==> src/core/serial_channel_pkg.sv <==
// constants for the serial channel data word and status register bank
package serial_channel_pkg;
  // ----------------------------------------------------------------
  // register map (byte addresses on the apb bus)
  // ----------------------------------------------------------------
  localparam int unsigned ADDR_W     = 20;
  localparam logic [19:0] STATUS_OFS = 20'hf0100;
  localparam logic [19:0] CLEAR_OFS  = 20'hf0108;
  localparam logic [19:0] DATA_OFS   = 20'hf0110;
  localparam logic [19:0] CTRL_OFS   = 20'hf0120;
  localparam logic [19:0] TRIG_OFS   = 20'hf0124;
  // ----------------------------------------------------------------
  // data word layout
  // ----------------------------------------------------------------
  localparam int unsigned BUF_W   = 8;
  localparam int unsigned DIV_W   = 7;
  localparam int unsigned DIV_LSB = 9;
  localparam int unsigned DIV_MSB = 15;
  localparam int unsigned CNT_W   = 8;
  // ----------------------------------------------------------------
  // status, clear, control and trigger bit positions
  // ----------------------------------------------------------------
  localparam int unsigned TSF_BIT  = 6;
  localparam int unsigned BFF_BIT  = 5;
  localparam int unsigned FEF_BIT  = 2;
  localparam int unsigned PEF_BIT  = 1;
  localparam int unsigned OVF_BIT  = 0;
  localparam int unsigned FECT_BIT = 2;
  localparam int unsigned PECT_BIT = 1;
  localparam int unsigned OVCT_BIT = 0;
  localparam int unsigned TXE_BIT  = 0;
  localparam int unsigned RXE_BIT  = 1;
  localparam int unsigned CCS_BIT  = 2;
  localparam int unsigned RUN_BIT  = 3;
  localparam int unsigned STA_BIT  = 0;
  localparam int unsigned STP_BIT  = 1;
  // ----------------------------------------------------------------
  // reset values
  // ----------------------------------------------------------------
  localparam logic [15:0] DATA_RST   = 16'h0000;
  localparam logic [15:0] STATUS_RST = 16'h0000;
endpackage

==> src/core/serial_channel_data_status.sv <==
// data word, divider and status flags of one serial channel, apb slave
module serial_channel_data_status (
  input  wire logic        i_sys_clk,
  input  wire logic        i_rst_n,
  input  wire logic        i_psel,
  input  wire logic        i_penable,
  input  wire logic        i_pwrite,
  input  wire logic [19:0] i_paddr,
  input  wire logic [31:0] i_pwdata,
  input  wire logic [3:0]  i_pstrb,
  output logic      [31:0] o_prdata,
  output logic             o_pready,
  output logic             o_pslverr,
  input  wire logic        i_comm_start,
  input  wire logic        i_comm_end,
  input  wire logic        i_rx_store,
  input  wire logic [7:0]  i_rx_data,
  input  wire logic        i_tx_load,
  input  wire logic        i_rx_no_stop,
  input  wire logic        i_rx_parity_bad,
  input  wire logic        i_i2c_no_ack,
  input  wire logic        i_slave_tx_late,
  output logic      [7:0]  o_tx_data,
  output logic             o_xfer_tick,
  output logic             o_running,
  output logic             o_tx_enable,
  output logic             o_rx_enable,
  output logic             o_clock_source
);
  // ----------------------------------------------------------------
  // state
  // ----------------------------------------------------------------
  logic [31:0] prdata_ff;
  logic [31:0] nxt_prdata;
  logic        pready_ff;
  logic        nxt_pready;
  logic        slverr_ff;
  logic        nxt_slverr;
  logic [7:0]  buf_ff;
  logic [7:0]  nxt_buf;
  logic [6:0]  div_ff;
  logic [6:0]  nxt_div;
  logic        txe_ff;
  logic        nxt_txe;
  logic        rxe_ff;
  logic        nxt_rxe;
  logic        ccs_ff;
  logic        nxt_ccs;
  logic        run_ff;
  logic        nxt_run;
  logic        tsf_ff;
  logic        nxt_tsf;
  logic        bff_ff;
  logic        nxt_bff;
  logic        fef_ff;
  logic        nxt_fef;
  logic        pef_ff;
  logic        nxt_pef;
  logic        ovf_ff;
  logic        nxt_ovf;
  logic [7:0]  cnt_ff;
  logic [7:0]  nxt_cnt;
  logic        tick_ff;
  logic        nxt_tick;
  // ----------------------------------------------------------------
  // decode
  // ----------------------------------------------------------------
  logic        setup;
  logic        wr;
  logic        rd;
  logic        hit_status;
  logic        hit_clear;
  logic        hit_data;
  logic        hit_ctrl;
  logic        hit_trig;
  logic        buf_wr;
  logic        start;
  logic        stop;
  logic        clr_fe;
  logic        clr_pe;
  logic        clr_ov;
  logic        rx_err;
  logic        set_bff;
  logic        clr_bff;
  logic        div_en;
  logic [15:0] status_word;
  logic [15:0] data_word;
  logic [7:0]  term;

  always_comb begin
    setup      = i_psel & ~i_penable;
    wr         = i_psel & i_penable & pready_ff & i_pwrite;
    rd         = i_psel & i_penable & pready_ff & ~i_pwrite;
    hit_status = (i_paddr == serial_channel_pkg::STATUS_OFS);
    hit_clear  = (i_paddr == serial_channel_pkg::CLEAR_OFS);
    hit_data   = (i_paddr == serial_channel_pkg::DATA_OFS);
    hit_ctrl   = (i_paddr == serial_channel_pkg::CTRL_OFS);
    hit_trig   = (i_paddr == serial_channel_pkg::TRIG_OFS);
    buf_wr     = wr & hit_data & i_pstrb[0];
    start      = wr & hit_trig & i_pstrb[0] & i_pwdata[serial_channel_pkg::STA_BIT];
    stop       = wr & hit_trig & i_pstrb[0] & i_pwdata[serial_channel_pkg::STP_BIT];
    // clear triggers are never stored, so they act for one cycle only
    clr_fe     = wr & hit_clear & i_pstrb[0] & i_pwdata[serial_channel_pkg::FECT_BIT];
    clr_pe     = wr & hit_clear & i_pstrb[0] & i_pwdata[serial_channel_pkg::PECT_BIT];
    clr_ov     = wr & hit_clear & i_pstrb[0] & i_pwdata[serial_channel_pkg::OVCT_BIT];
    rx_err     = i_rx_no_stop | i_rx_parity_bad;
    status_word = serial_channel_pkg::STATUS_RST;
    status_word[serial_channel_pkg::TSF_BIT] = tsf_ff;
    status_word[serial_channel_pkg::BFF_BIT] = bff_ff;
    status_word[serial_channel_pkg::FEF_BIT] = fef_ff;
    status_word[serial_channel_pkg::PEF_BIT] = pef_ff;
    status_word[serial_channel_pkg::OVF_BIT] = ovf_ff;
    // bit 8 has no storage and reads zero
    data_word = {div_ff, 1'b0, buf_ff};
    if (run_ff) begin
      data_word[serial_channel_pkg::DIV_MSB:serial_channel_pkg::DIV_LSB] = 7'h00;
    end
  end

  // ----------------------------------------------------------------
  // apb slave: read data captured in setup, one access cycle
  // ----------------------------------------------------------------
  always_comb begin
    nxt_pready = setup;
    nxt_prdata = prdata_ff;
    nxt_slverr = 1'b0;
    if (setup) begin
      nxt_prdata = 32'h0000_0000;
      if (hit_status) begin
        nxt_prdata[15:0] = status_word;
      end else if (hit_data) begin
        nxt_prdata[15:0] = data_word;
      end else if (hit_clear || hit_trig) begin
        nxt_prdata = 32'h0000_0000;
      end else if (hit_ctrl) begin
        nxt_prdata[serial_channel_pkg::TXE_BIT] = txe_ff;
        nxt_prdata[serial_channel_pkg::RXE_BIT] = rxe_ff;
        nxt_prdata[serial_channel_pkg::CCS_BIT] = ccs_ff;
        nxt_prdata[serial_channel_pkg::RUN_BIT] = run_ff;
      end else begin
        nxt_slverr = 1'b1;
      end
    end
  end

  always_ff @(posedge i_sys_clk) begin
    if (!i_rst_n) begin
      prdata_ff <= 32'h0000_0000;
      pready_ff <= 1'b0;
      slverr_ff <= 1'b0;
    end else begin
      prdata_ff <= nxt_prdata;
      pready_ff <= nxt_pready;
      slverr_ff <= nxt_slverr;
    end
  end

  // ----------------------------------------------------------------
  // data word and control
  // ----------------------------------------------------------------
  always_comb begin
    nxt_buf = buf_ff;
    nxt_div = div_ff;
    nxt_txe = txe_ff;
    nxt_rxe = rxe_ff;
    nxt_ccs = ccs_ff;
    nxt_run = run_ff;
    if (i_rx_store) begin
      nxt_buf = i_rx_data;
    end
    // a bus write replaces held data, so a colliding store is lost
    if (buf_wr) begin
      nxt_buf = i_pwdata[7:0];
    end
    if (wr && hit_data && !run_ff) begin
      if (i_pstrb[1]) begin
        nxt_div = i_pwdata[serial_channel_pkg::DIV_MSB:serial_channel_pkg::DIV_LSB];
      end else if (i_pstrb[0]) begin
        nxt_div = 7'h00;
      end
    end
    if (wr && hit_ctrl && i_pstrb[0]) begin
      nxt_txe = i_pwdata[serial_channel_pkg::TXE_BIT];
      nxt_rxe = i_pwdata[serial_channel_pkg::RXE_BIT];
      nxt_ccs = i_pwdata[serial_channel_pkg::CCS_BIT];
    end
    if (start) begin
      nxt_run = 1'b1;
    end else if (stop) begin
      nxt_run = 1'b0;
    end
  end

  always_ff @(posedge i_sys_clk) begin
    if (!i_rst_n) begin
      buf_ff <= serial_channel_pkg::DATA_RST[7:0];
      div_ff <= serial_channel_pkg::DATA_RST[15:9];
      txe_ff <= 1'b0;
      rxe_ff <= 1'b0;
      ccs_ff <= 1'b0;
      run_ff <= 1'b0;
    end else begin
      buf_ff <= nxt_buf;
      div_ff <= nxt_div;
      txe_ff <= nxt_txe;
      rxe_ff <= nxt_rxe;
      ccs_ff <= nxt_ccs;
      run_ff <= nxt_run;
    end
  end

  // ----------------------------------------------------------------
  // status flags: a set in the clearing cycle wins
  // ----------------------------------------------------------------
  always_comb begin
    set_bff = (buf_wr & txe_ff) | (i_rx_store & rxe_ff) | rx_err;
    clr_bff = i_tx_load | (rd & hit_data & rxe_ff) | start | stop;
    nxt_tsf = tsf_ff;
    if (i_comm_end || start || stop) begin
      nxt_tsf = 1'b0;
    end
    if (i_comm_start) begin
      nxt_tsf = 1'b1;
    end
    nxt_bff = (bff_ff & ~clr_bff) | set_bff;
    nxt_fef = (fef_ff & ~clr_fe) | i_rx_no_stop;
    nxt_pef = (pef_ff & ~clr_pe) | i_rx_parity_bad | i_i2c_no_ack;
    nxt_ovf = (ovf_ff & ~clr_ov)
            | (buf_wr & bff_ff)
            | (i_rx_store & rxe_ff & bff_ff) | i_slave_tx_late;
  end

  always_ff @(posedge i_sys_clk) begin
    if (!i_rst_n) begin
      tsf_ff <= serial_channel_pkg::STATUS_RST[serial_channel_pkg::TSF_BIT];
      bff_ff <= serial_channel_pkg::STATUS_RST[serial_channel_pkg::BFF_BIT];
      fef_ff <= serial_channel_pkg::STATUS_RST[serial_channel_pkg::FEF_BIT];
      pef_ff <= serial_channel_pkg::STATUS_RST[serial_channel_pkg::PEF_BIT];
      ovf_ff <= serial_channel_pkg::STATUS_RST[serial_channel_pkg::OVF_BIT];
    end else begin
      tsf_ff <= nxt_tsf;
      bff_ff <= nxt_bff;
      fef_ff <= nxt_fef;
      pef_ff <= nxt_pef;
      ovf_ff <= nxt_ovf;
    end
  end

  // ----------------------------------------------------------------
  // transfer clock divider
  // ----------------------------------------------------------------
  always_comb begin
    div_en   = run_ff & ~ccs_ff;
    term     = {div_ff, 1'b1};
    nxt_cnt  = 8'h00;
    nxt_tick = 1'b0;
    // counting 0 .. 2n+1 gives one tick per 2*(n+1) clocks
    if (div_en) begin
      if (cnt_ff == term) begin
        nxt_tick = 1'b1;
      end else begin
        nxt_cnt = cnt_ff + 8'h01;
      end
    end
  end

  always_ff @(posedge i_sys_clk) begin
    if (!i_rst_n) begin
      cnt_ff  <= 8'h00;
      tick_ff <= 1'b0;
    end else begin
      cnt_ff  <= nxt_cnt;
      tick_ff <= nxt_tick;
    end
  end

  assign o_prdata       = prdata_ff;
  assign o_pready       = pready_ff;
  assign o_pslverr      = slverr_ff;
  assign o_tx_data      = buf_ff;
  assign o_xfer_tick    = tick_ff;
  assign o_running      = run_ff;
  assign o_tx_enable    = txe_ff;
  assign o_rx_enable    = rxe_ff;
  assign o_clock_source = ccs_ff;
endmodule

==> config.mk <==
export PLATFORM = sky130hd
export DESIGN_NAME = serial_channel_data_status
export DESIGN_NICKNAME = d
export VERILOG_FILES = /design/src/core/serial_channel_pkg.sv /design/src/core/serial_channel_data_status.sv
export SDC_FILE = /design/constraint.sdc
export NUM_CORES = 1
export LEC_CHECK = 0
export ABC_AREA = 0
export BUFFER_PORTS_ARGS = -buffer_cell sky130_fd_sc_hd__buf_4
export CORE_ASPECT_RATIO = 0.7
export CORE_MARGIN = 1.5
export CORE_UTILIZATION = 41
export DETAILED_ROUTE_END_ITERATION = 8
export GPL_TIMING_DRIVEN = 0
export PLACE_DENSITY_LB_ADDON = 0.3
export SLEW_MARGIN = 20
export SYNTH_ARGS = -nofsm -noshare
export SYNTH_HDL_FRONTEND = slang
export SYNTH_SLANG_ARGS = --single-unit
==> constraint.sdc <==
create_clock -name i_sys_clk -period 1.6 [get_ports i_sys_clk]
set_input_delay 0.16 -clock i_sys_clk [delete_from_list [all_inputs] [get_ports i_sys_clk]]
set_output_delay 0.16 -clock i_sys_clk [all_outputs]
set_load 0.005 [all_outputs]
==> implementation parameters, run 1 <==
Parameter                              Value

Timing
  Number of hold-slack violations in the final timing report    0
  Clock skew    between 8 and 9 ps
  Timing-limited maximum frequency    661.3 MHz
  Setup repair after global routing missed its margin    no
  Hold Slack    approximately 68 ps
  Ratio of final minimum period to clock period    94.52%
  Number of pins exceeding their max-slew limit in the final report    0
  Slew of the pin with the lowest slew margin    about 640 ps
  Number of setup violations in the final report    0
  Max_slew headroom    between 50% and 60%
  Minimum period implied by the final worst setup slack    between 1500 and 2000 ps

Yosys
  Yosys warns    0
  Post-synthesis async set-or-reset flop share    0%
  Sequential-to-total area share from yosys stat    about two fifths
  Number of instances in the synthesized netlist    approximately 280
  Mean post-synth cell area    slightly above 9 um2
  Register bit count reported by yosys    50
  Count of distinct cell types in the synthesized netlist    47
  Number of flops mapped to enable cells by yosys    0
  Cell area after synthesis    2512 um2
  Primary flip-flop cell chosen by synthesis mapping    dfxtp_1

Floorplanning
  Std-Cell Rows    23
  Height of the chip    ~68 um
  Die outline area    ~6600 um2
  Core ar.    5813 um2
  Top Ports    approximately 120
  Die width    ~97 um
  Effective utilization at floorplan    approximately 43%

Worst hold path
  Hold path endpoint    fef_ff
  Min-delay worst type    input pin to flip-flop
  Startpoint of the lowest-slack hold path    i_pwdata[2]
  Hold Path Cell Cnt    2

Final layout
  Most used cells in the layout excluding fill and tap cells    buf_4 (101), dfxtp_1 (49), nand4_1 (19)
  Number of inserted diodes    0
  Most common library cell in the layout ignoring fill and taps    buf_4
  Post-synthesis to final-layout area growth    36.70%
  Final nets    ~460
  Post-route cell area    between 3000 and 4000 um2
  Layout Cells excl Fill    457
  Proportion of layout cells with a drive suffix above 1    about 34%

Setup path
  Critical path's largest stage delay    between 300 and 400 ps
  Number of cells on the worst reg-to-reg path    5
  Data arrival time of the critical path    around 1800 ps
  Crit Path Class    flip-flop to flip-flop
  Required time of the critical path    around 1800 ps
  Critical-path cell with the highest stage delay    dfxtp_2
  Critical path depth in cells    5
  Critical-path maximum fanout    10
  List of cells traversed by the critical path    and4_4, nand4_1, buf_6, o2bb2a_1, o22ai_1
  FF-to-FF setup slack    approximately 88 ps
  Launching instance or port of the critical path    o_pready
  Bufs and invs on worst path    1
  Critical path startpoint category    flip-flop
  Capturing point of the worst reg2reg path    ovf_ff
  Kind of end point of the critical path    flip-flop
  Worst r2r src    o_pready
  Crit-path leading delay family    simple AND/OR/NAND/NOR gates

Route
  Via/cell ratio    5.387
  Post-route antenna net violation count    0
  Wl on met1    between 3 and 4 mm
  Met3 wire length    ~790 um
  DRC violations left    0
  Met2 Routed Length    approximately 3 mm
  Overall via count from detail_route    2462
  Final routed wire length divided by cell count    around 15 um
  Highest signal layer in the routed design    met4
  Post-Route WL    slightly below 7 mm
  TritonRoute pass-1 iters    4
  Initial DRC Count    between 150 and 200

Power
  Static leakage power    between 0.001 and 0.0015 uW
  Pwr/cell area    between 600 and 700 nW/um2
  Peak supply drop    between 0.3 and 0.4 mV

Placed design
  Placed inst area    ~3300 um2
  Total instance count after detailed placement    about 450
  Port Buf Inserts    83
  GP Congestion    roughly 0.9
  HPWL after DPL    around 5.5 mm

Clock tree
  Worst-case clock buffer depth    2
  Clock-pin slew of the registers on the worst-case setup and hold paths    ~100 ps
  Source-to-sink clock delay at the later pin of the worst-skew pair    around 300 ps
  Post-CTS Hold Buffers    0
  H-Tree Depth    2
  Total CTS buffers    5
  Num Clock Sinks    50
  Clock tree from TritonCTS    done
  Clock root buffer master    clkbuf_8

Global route
  Maximum number of pins on one net before global-route repair    18
  Final global-route overflow total    0
  Number of global-route vias before repair    between 2000 and 2500
  Global router's overall resource usage    21.55%
  First-pass GRT wire length    between 10 and 15 mm
  Initial antenna violation count    0

Status
  Run status    finished clean

Run
  Max capacitance violation total    0
## cells by family (layout without fill, tap and decap cells)
| group | Yosys count | in the layout | share of synthesized area [%] |
|---|---|---|---|
| muxes | 11 | 11 | 4.383 |
| other | 1 | 17 | 0.1493 |
| buffers and inverters | 40 | 129 | 9.363 |
| adders and majority gates | 1 | 1 | 0.4979 |
| DFF | 50 | 50 | 39.84 |
| AOI/OAI and AO/OA | 69 | 69 | 18.73 |
| and+or+nand+nor | 92 | 92 | 22.51 |
| xor gates and xnor gates | 13 | 13 | 4.532 |
## metrics by stage
| step | worst slack (ps) | total power [uW] | util (%) | setup TNS [ps] |
|---|---|---|---|---|
| detailed placement | -371.8 | 1623 | 56.59 | -8477 |
| global route | 1.897 | 2469 | 59.08 | 0 |
| global placement | -359.6 | 1620 | 56.59 | -7699 |
| CTS | 13.42 | 2368 | 58.31 | 0 |
| finish | 87.73 | 2375 | 59.08 | 0 |
| floorplan | 87.94 | 1452 | - | 0 |
## worst reg2reg max path: stages, from the launching register on
cell      delay, ps
dfxtp_2         350
and4_4          270
nand4_1         180
buf_6           210
o2bb2a_1        280
o22ai_1         150
## area by class of cell
| cell class | instances | area, um2 |
|---|---|---|
| tap | 75 | 93.84 |
| multi-input combinational | 203 | 1376 |
| clock inverter | 3 | 25.02 |
| timing repair buffer | 84 | 634.4 |
| sequential | 50 | 1002 |
| buffer | 31 | 197.7 |
| fill | 538 | 2379 |
| clock buffer | 5 | 68.82 |
| inverter | 6 | 36.28 |
## sequential cells by signal (all words and copies together), names as in the netlist, 7 cells and up
name,flops
o_prdata,15
cnt_ff,8
o_tx_data,8
div_ff,7
## cells in the mapped netlist, types with 6 or more instances
library cell	n	share of area, %
xnor2_1	8	2.8
nor2_1	15	2.2
a211oi_1	10	3.0
nor3_1	11	2.2
a22o_1	7	2.4
and4_1	6	2.1
mux2i_1	11	4.4
o21ai_1	10	2.0
buf_4	18	5.4
nand2_1	9	1.3
dfxtp_1	50	40
nand3_1	11	2.2
nand4_1	19	4.7
clkbuf_1	11	1.6
a21oi_1	17	3.4
## where the power goes
group / total, uW / leakage, uW / internal, uW / switching (uW)
Sequential: 1280 / 0.000407 / 1270 / 16.5
Clock: 764 / 0.0000447 / 316 / 448
Combinational: 327 / 0.000963 / 181 / 146
## worst max-delay path by stage
stage	endpoint
after floorplan	o_tx_data[5]
after global placement	o_tx_data[6]
after detailed placement	div_ff[1]
after CTS	ovf_ff
after global routing	ovf_ff
final	ovf_ff
## metal layers
layer,vias to the layer above,track usage [%]
met5,-,0
met3,4,4.167
li1,1215,-
met4,0,5.616
met1,1109,31.90
met2,134,31.91
## timing repair
item,in CTS,in global routing
pin swaps,0,3
endpoints found under the setup margin,17,23
buffers inserted,0,1
resized for setup,4,14
Note: power is estimated with default switching activity, not from simulation.
==> inputs of run 2 (changes only) <==
Settings changed: ABC_AREA 0 to 1, CAP_MARGIN from default to 10, CORE_UTILIZATION 41 to 43.
==> run 2 against run 1 <==
- clock power up 13%
- core utilization hardly changed
- via count is 10% higher
- area after synthesis is 8.2% higher
- sequential power about the same
- sequential share of layout area shrank 1.7 points
- worst hold slack improved by 13 ps
- clock skew is 2.0 ps lower
- largest cell class unchanged
- synthesized cell count grew 39%
- critical endpoint is now tsf_ff
- fmax up 1.9%
- register-to-register slack improved by 30 ps
- highest routed layer unchanged
==> implementation parameters, run 2 <==
Parameter                              Value

Placed design
  HPWL after DPL    5.904 mm (+7.1%)
  Total instance count after detailed placement    564 (+25%)
  Port Buf Inserts    85 (+2.4%)
  Setup WS pre-CTS    -15.96 ps (+355.8 ps)
  GP Congestion    0.8606 (-3.1%)

Floorplanning
  Top Ports    124 (unchanged)
  Die width    98.02 um (+1.5%)
  Core ar.    6156 um2 (+5.9%)
  Effective utilization at floorplan    44.15% (+0.93 points)
  Die outline area    6814 um2 (+3.0%)
  Std-Cell Rows    24 (+4.3%)
  Height of the chip    69.52 um (+1.5%)

Yosys
  Most numerous cell types in the synthesized netlist    nand2_1 (86), nor2_1 (54), dfxtp_1 (50), a21oi_1 (36), inv_1 (33)
  Synth top area share    36.83% (-3.0 points)
  Primary flip-flop cell chosen by synthesis mapping    dfxtp_1
  Xor-xnor portion of the synthesized cell area    1.934% (-2.6 points)
  Mean post-synth cell area    7.059 um2 (-22%)
  Cell area after synthesis    2718 um2 (+8.2%)
  Top-count cell post-synth    nand2_1
  Number of instances in the synthesized netlist    385 (+39%)
  Yosys warns    0 (unchanged)
  Largest family of logic cells by synthesized area    simple AND/OR/NAND/NOR gates
  Register bit count reported by yosys    50 (unchanged)
  Leading post-synthesis cells by cell area    dfxtp_1 (37%), nand2_1 (12%), nor2_1 (7.5%)
  Library cell occupying the most area in the post-synthesis netlist    dfxtp_1
  Number of flops mapped to enable cells by yosys    0 (unchanged)
  Post-synthesis async set-or-reset flop share    0% (unchanged)
  Count of distinct cell types in the synthesized netlist    34 (-28%)
  Compound-cell area share of the yosys netlist    10.96% (-7.8 points)
  Sequential-to-total area share from yosys stat    36.83% (-3.0 points)
  Adder-cell share of the synthesized area    0.4604% (-0.038 points)
  Mux contribution to synthesized area    0.7366% (-3.6 points)
  Simple-gate area share of the yosys netlist    37.66% (+15 points)

Final layout
  Post-synthesis to final-layout area growth    33.79%
  Number of flip-flops in the largest register    15 (unchanged)
  Number of inserted diodes    0 (unchanged)
  Sequential cell area    1001 um2 (-0.12%)
  Most used cells in the layout excluding fill and tap cells    buf_4 (103), nand2_1 (84), nor2_1 (53)
  Layout Cells excl Fill    572 (+25%)
  Filler Cell Count    604 (+12%)
  Proportion of layout cells with a drive suffix above 1    29.15% (-4.4 points)
  Most common library cell in the layout ignoring fill and taps    buf_4
  Final nets    571 (+24%)
  Area of the multi-input gates    1483 um2 (+7.7%)

Run
  Max capacitance violation total    0 (unchanged)

Worst hold path
  Hold Path Cell Cnt    3 (+1)
  Startpoint of the lowest-slack hold path    i_rx_no_stop
  Min-delay worst type    input pin to flip-flop
  Hold path endpoint    fef_ff

Setup path
  Crit Path Class    flip-flop to flip-flop
  Number of cells on the worst reg-to-reg path    8 (+3)
  Worst r2r src    o_pready
  Critical-path maximum fanout    10 (unchanged)
  Kind of end point of the critical path    flip-flop
  Capturing point of the worst reg2reg path    tsf_ff
  Required time of the critical path    1760 ps (-80 ps)
  FF-to-FF setup slack    120 ps (+30 ps)
  Data arrival time of the critical path    1650 ps (-100 ps)
  Critical path startpoint category    flip-flop

Timing
  Final worst setup slack    115.3 ps (+27.53 ps)
  Number of setup violations in the final report    0 (unchanged)
  Ratio of final minimum period to clock period    92.80% (-1.7 points)
  Max_slew headroom    63.92% (+6.9 points)
  Minimum period implied by the final worst setup slack    1485 ps (-27.53 ps)
  Accumulated negative setup slack    0 ps (unchanged)
  Slew of the pin with the lowest slew margin    541.2 ps (-101.2 ps)
  Number of pins exceeding their max-slew limit in the final report    0 (unchanged)
  Timing-limited maximum frequency    673.5 MHz (+1.9%)
  Number of hold-slack violations in the final timing report    0 (unchanged)
  Setup repair after global routing missed its margin    yes
  Clock skew    6.911 ps (-1.955 ps)

Route
  Overall via count from detail_route    2709 (+10%)
  Post-Route WL    7.220 mm (+3.9%)
  Via/cell ratio    4.736 (-12%)
  TritonRoute pass-1 iters    4 (unchanged)
  DRC violations left    0 (unchanged)
  Post-route antenna net violation count    0 (unchanged)
  Final routed wire length divided by cell count    12.62 um (-17%)
  Initial DRC Count    145 (-16%)

Clock tree
  Num Clock Sinks    50 (unchanged)
  Worst-case clock buffer depth    2 (unchanged)
  Source-to-sink clock delay at the later pin of the worst-skew pair    290 ps (about the same)
  Clock-pin slew of the registers on the worst-case setup and hold paths    90 ps (about the same)
  Total CTS buffers    5 (unchanged)
  H-Tree Depth    2 (unchanged)
  Clock root buffer master    clkbuf_8
  Clock tree from TritonCTS    done
  Post-CTS setup-driven buffer insertion count    0 (unchanged)

Power
  Peak supply drop    0.3517 mV (+4.0%)
  Net switching power of the design    573.3 uW (-6.1%)
  Clock share of power    34.9% (+2.7 points)
  Static leakage power    0.001631 uW (+15%)
  Pwr/cell area    683.0 nW/um2 (-1.2%)
  Internal Power    1910 uW (+8.3%)
  Switching power share of the total    23.09% (-2.6 points)
  Sequential group share of total power    52.0% (-2.1 points)
  Total power consumption of the routed design    2483 uW (+4.6%)
  Share of total power in combinational logic    13.1% (-0.7 points)

Status
  Run status    finished clean

Global route
  Initial antenna violation count    0 (unchanged)
  Maximum number of pins on one net before global-route repair    15 (-3)
  Number of global-route vias before repair    2530 (+17%)
  Final global-route overflow total    0 (unchanged)
  First-pass GRT wire length    12.01 mm (+13%)
  Global router's overall resource usage    21.78% (+0.24 points)
[run 2: cell types whose count changed after synthesis, moves of 7 or more]
cell | previous run | this run
nand2_1 | 9 | 86
a22o_1 | 7 | 0
a211oi_1 | 10 | 2
o21ai_0 | 3 | 13
a21oi_1 | 17 | 36
o21ai_1 | 10 | 3
nor2_1 | 15 | 54
inv_1 | 5 | 33
mux2i_1 | 11 | 2
[run 2: repair_timing]
item,4_1_cts,5_1_grt
endpoints found under the setup margin,0,13
resized for setup,0,5
hold buffers,0,0
[run 2: worst max path at each step]
stage,startpoint,to,slack (ps)
floorplan,o_pready,bff_ff,300
global placement,i_penable,o_prdata[10],10
detailed placement,i_penable,o_prdata[9],-20
CTS,o_pready,tsf_ff,30
global route,o_pready,o_tx_data[6],-10
finish,o_pready,tsf_ff,120
[run 2: layer usage]
layer / wire length, um / vias up / track usage (%)
li1: - / 1432 / -
met1: 3479 / 1171 / 31.69
met2: 2994 / 104 / 32.64
met3: 730 / 2 / 6.552
met4: 16 / 0 / 2.857
met5: 0 / - / 0
[run 2: final cells by class]
type                    count  area share [%]
plain buffers              26           4.818
clock buffers               7           2.099
clock inverters             1          0.8259
inverters                  36           3.716
multi-input cells         289           40.78
flip-flops and latches     50           27.53
well taps                  78           2.684
repair buffers             85           17.55
[run 2: kinds of logic (layout without fill, tap and decap cells)]
group	after synthesis	in the layout
adders and majority gates	1	1
other	1	17
DFF	50	50
buffers and inverters	62	155
muxes	2	2
AOI/OAI and AO/OA	57	57
and+or+nand+nor	206	206
xor gates and xnor gates	6	6
[run 2: worst max-delay path: stages (launching register included)]
cell     delay, ps
dfxtp_1        330
nand2_1         60
nor2_2         140
nand2_2        100
nor2_4         200
buf_6          160
nand4_1        160
nand3_1        130
a21oi_1         70
[run 2: power groups by stage]
stage / sequential [uW] / clock, uW / combinational [uW]
after floorplan: 1310 / 0 / 151
final: 1290 / 867 / 326
after CTS: 1290 / 890 / 323
after detailed placement: 1320 / 0 / 322
after global placement: 1320 / 0 / 318
after global routing: 1290 / 947 / 360
[run 2: per-stage QoR]
| stage | cell area [um2] | hold slack [ps] | util (%) |
|---|---|---|---|
| 6_report | 3636 | 81.19 | 59.07 |
| 3_5_place_dp | 3513 | 386.2 | 57.07 |
| 4_1_cts | 3620 | 75.51 | 58.80 |
| 5_1_grt | 3636 | 74.33 | 59.07 |
| 3_3_place_gp | 3513 | 383.7 | 57.07 |
| 2_1_floorplan | 2778 | 257.6 | - |
==> inputs of run 3 (changes only) <==
Settings changed: BUFFER_PORTS_ARGS -buffer_cell sky130_fd_sc_hd__buf_4 to -buffer_cell sky130_fd_sc_hd__clkbuf_2.
==> run 3 against run 2 <==
- sequential share of layout area increased by 1.6 points
- power decreased by 1.4%
- core utilization decreased by 3.3 points
- setup slack improved by 17 ps
- combinational power decreased by 14%
- critical path depth unchanged
- non-clock buffer count increased by 1
- cell count increased by 0.17%
- largest cell class unchanged
- highest routed layer unchanged
==> implementation parameters, run 3 (synthesized netlist as in run 2, its figures left out) <==
Parameter                              Value

Timing
  Clock skew    8.319 ps (+1.408 ps)
  Max_slew headroom    64.85% (+0.92 points)
  Slew of the pin with the lowest slew margin    527.3 ps (-13.87 ps)
  Timing-limited maximum frequency    681.2 MHz (+1.1%)
  Number of setup violations in the final report    0 (unchanged)
  Number of hold-slack violations in the final timing report    0 (unchanged)
  Minimum period implied by the final worst setup slack    1468 ps (-16.65 ps)
  Ratio of final minimum period to clock period    91.76% (-1.0 points)
  Number of pins exceeding their max-slew limit in the final report    0 (unchanged)

Route
  Post-Route WL    7.098 mm (-1.7%)
  Initial DRC Count    212 (+46%)
  TritonRoute pass-1 iters    4 (unchanged)
  Via/cell ratio    4.838 (+2.1%)
  DRC violations left    0 (unchanged)
  Met2 Routed Length    2.964 mm (-1.0%)
  Post-route antenna net violation count    0 (unchanged)
  Wl on met1    3.433 mm (-1.3%)
  Final routed wire length divided by cell count    12.39 um (-1.9%)
  Met3 wire length    679 um (-7.0%)
  Highest signal layer in the routed design    met4
  Overall via count from detail_route    2772 (+2.3%)

Clock tree
  Total CTS buffers    5 (unchanged)
  Num Clock Sinks    50 (unchanged)
  Worst-case clock buffer depth    2 (unchanged)
  Clock root buffer master    clkbuf_8
  H-Tree Depth    2 (unchanged)
  Post-CTS Hold Buffers    0 (unchanged)
  Source-to-sink clock delay at the later pin of the worst-skew pair    300 ps (about the same)
  Clock-pin slew of the registers on the worst-case setup and hold paths    90 ps (about the same)
  Clock tree from TritonCTS    done

Final layout
  Proportion of layout cells with a drive suffix above 1    29.49% (+0.35 points)
  Filler Cell Count    582 (-3.6%)
  Layout Cells excl Fill    573 (+0.17%)
  Most used cells in the layout excluding fill and tap cells    clkbuf_2 (85), nand2_1 (83), nor2_1 (53)
  Post-synthesis to final-layout area growth    26.38%
  Most common library cell in the layout ignoring fill and taps    clkbuf_2
  Sequential cell area    1001 um2 (unchanged)
  Number of flip-flops in the largest register    15 (unchanged)
  Number of inserted diodes    0 (unchanged)
  Area of the multi-input gates    1490 um2 (+0.51%)
  Final nets    572 (+0.18%)

Global route
  Number of global-route vias before repair    2559 (+1.1%)
  First-pass GRT wire length    11.89 mm (-1.0%)
  Global router's overall resource usage    21.63% (-0.15 points)
  Maximum number of pins on one net before global-route repair    15 (unchanged)
  Initial antenna violation count    0 (unchanged)
  Final global-route overflow total    0 (unchanged)

Setup path
  Crit Path Class    flip-flop to flip-flop
  Critical-path maximum fanout    10 (unchanged)
  Critical path startpoint category    flip-flop
  FF-to-FF setup slack    130 ps (+20 ps)
  Required time of the critical path    1780 ps (+20 ps)
  Capturing point of the worst reg2reg path    bff_ff
  Termination of the worst setup path    bff_ff
  Kind of end point of the critical path    flip-flop
  Number of cells on the worst reg-to-reg path    8 (unchanged)
  Launching instance or port of the critical path    o_pready
  Worst r2r src    o_pready
  Data arrival time of the critical path    1650 ps (about the same)

Floorplanning
  Die width    98.02 um (unchanged)
  Top Ports    124 (unchanged)
  Std-Cell Rows    24 (unchanged)
  Height of the chip    69.52 um (unchanged)
  Effective utilization at floorplan    44.15% (unchanged)
  Core ar.    6156 um2 (unchanged)
  Die outline area    6814 um2 (unchanged)

Power
  Static leakage power    0.001576 uW (-3.3%)
  Total power consumption of the routed design    2448 uW (-1.4%)
  Peak supply drop    0.3973 mV (+13%)
  Pwr/cell area    712.9 nW/um2 (+4.4%)

Worst hold path
  Hold Path Cell Cnt    3 (unchanged)
  Min-delay worst type    input pin to flip-flop
  Startpoint of the lowest-slack hold path    i_rx_no_stop

Placed design
  Port Buf Inserts    85 (unchanged)
  Total instance count after detailed placement    564 (unchanged)
  HPWL after DPL    5.743 mm (-2.7%)
  GP Congestion    0.8904 (+3.5%)

Status
  Run status    finished clean

Run
  Max capacitance violation total    0 (unchanged)
-- run 3: layout make-up --
cell class                      count  share of cell area [%]
Buffer                             26                   4.991
Clock inverter                      1                  0.8743
Clock buffer                        7                   2.222
Tap cell                           78                   2.842
Inverter                           36                   3.934
Multi-Input combinational cell    289                   43.39
Timing Repair Buffer               86                   12.60
Sequential cell                    50                   29.14
-- run 3: repair_timing --
action	4_1_cts	5_1_grt
resized for setup	0	6
buffers inserted	0	1
setup endpoints to repair	0	21
endpoints found under the hold margin	0	0
-- run 3: worst max-delay path: stages (launching register included) --
cell     delay, ps
dfxtp_1        340
nand2_1         90
nor2_4         120
nand2_2         80
nor2_4         170
buf_4          190
nand4_1        160
nand3_1        140
a21oi_1         60
-- run 3: metrics by stage --
step / setup TNS (ps) / setup slack [ps] / utilization [%] / area [um2] / hold slack (ps)
6_report: 0 / 131.9 / 55.79 / 3435 / 80.42
5_1_grt: -21.18 / -8.876 / 55.79 / 3435 / 80.87
4_1_cts: 0 / 23.86 / 55.35 / 3407 / 78.86
3_5_place_dp: 0 / 14.15 / 53.62 / 3301 / 396.1
3_3_place_gp: 0 / 26.53 / 53.62 / 3301 / 398.2
2_1_floorplan: 0 / 302.2 / - / 2778 / 257.6
-- run 3: power by group --
group          total, uW  switching, uW  internal, uW  leakage [uW]
registers           1290           22.3          1270      0.000406
logic                279            151           128       0.00112
clock network        879            410           468     0.0000524
-- run 3: worst min-delay path by stage --
| stage | to | slack [ps] |
|---|---|---|
| 2_1_floorplan | ovf_ff | 260 |
| 3_3_place_gp | fef_ff | 400 |
| 6_report | fef_ff | 80 |
| 4_1_cts | fef_ff | 80 |
| 5_1_grt | tsf_ff | 80 |
| 3_5_place_dp | fef_ff | 400 |
-- run 3: routing by layer --
layer | GRT usage, % | up-vias
li1 | - | 1443
met1 | 32.07 | 1218
met2 | 31.72 | 109
met3 | 5.242 | 2
met4 | 4.762 | 0
met5 | 0 | -
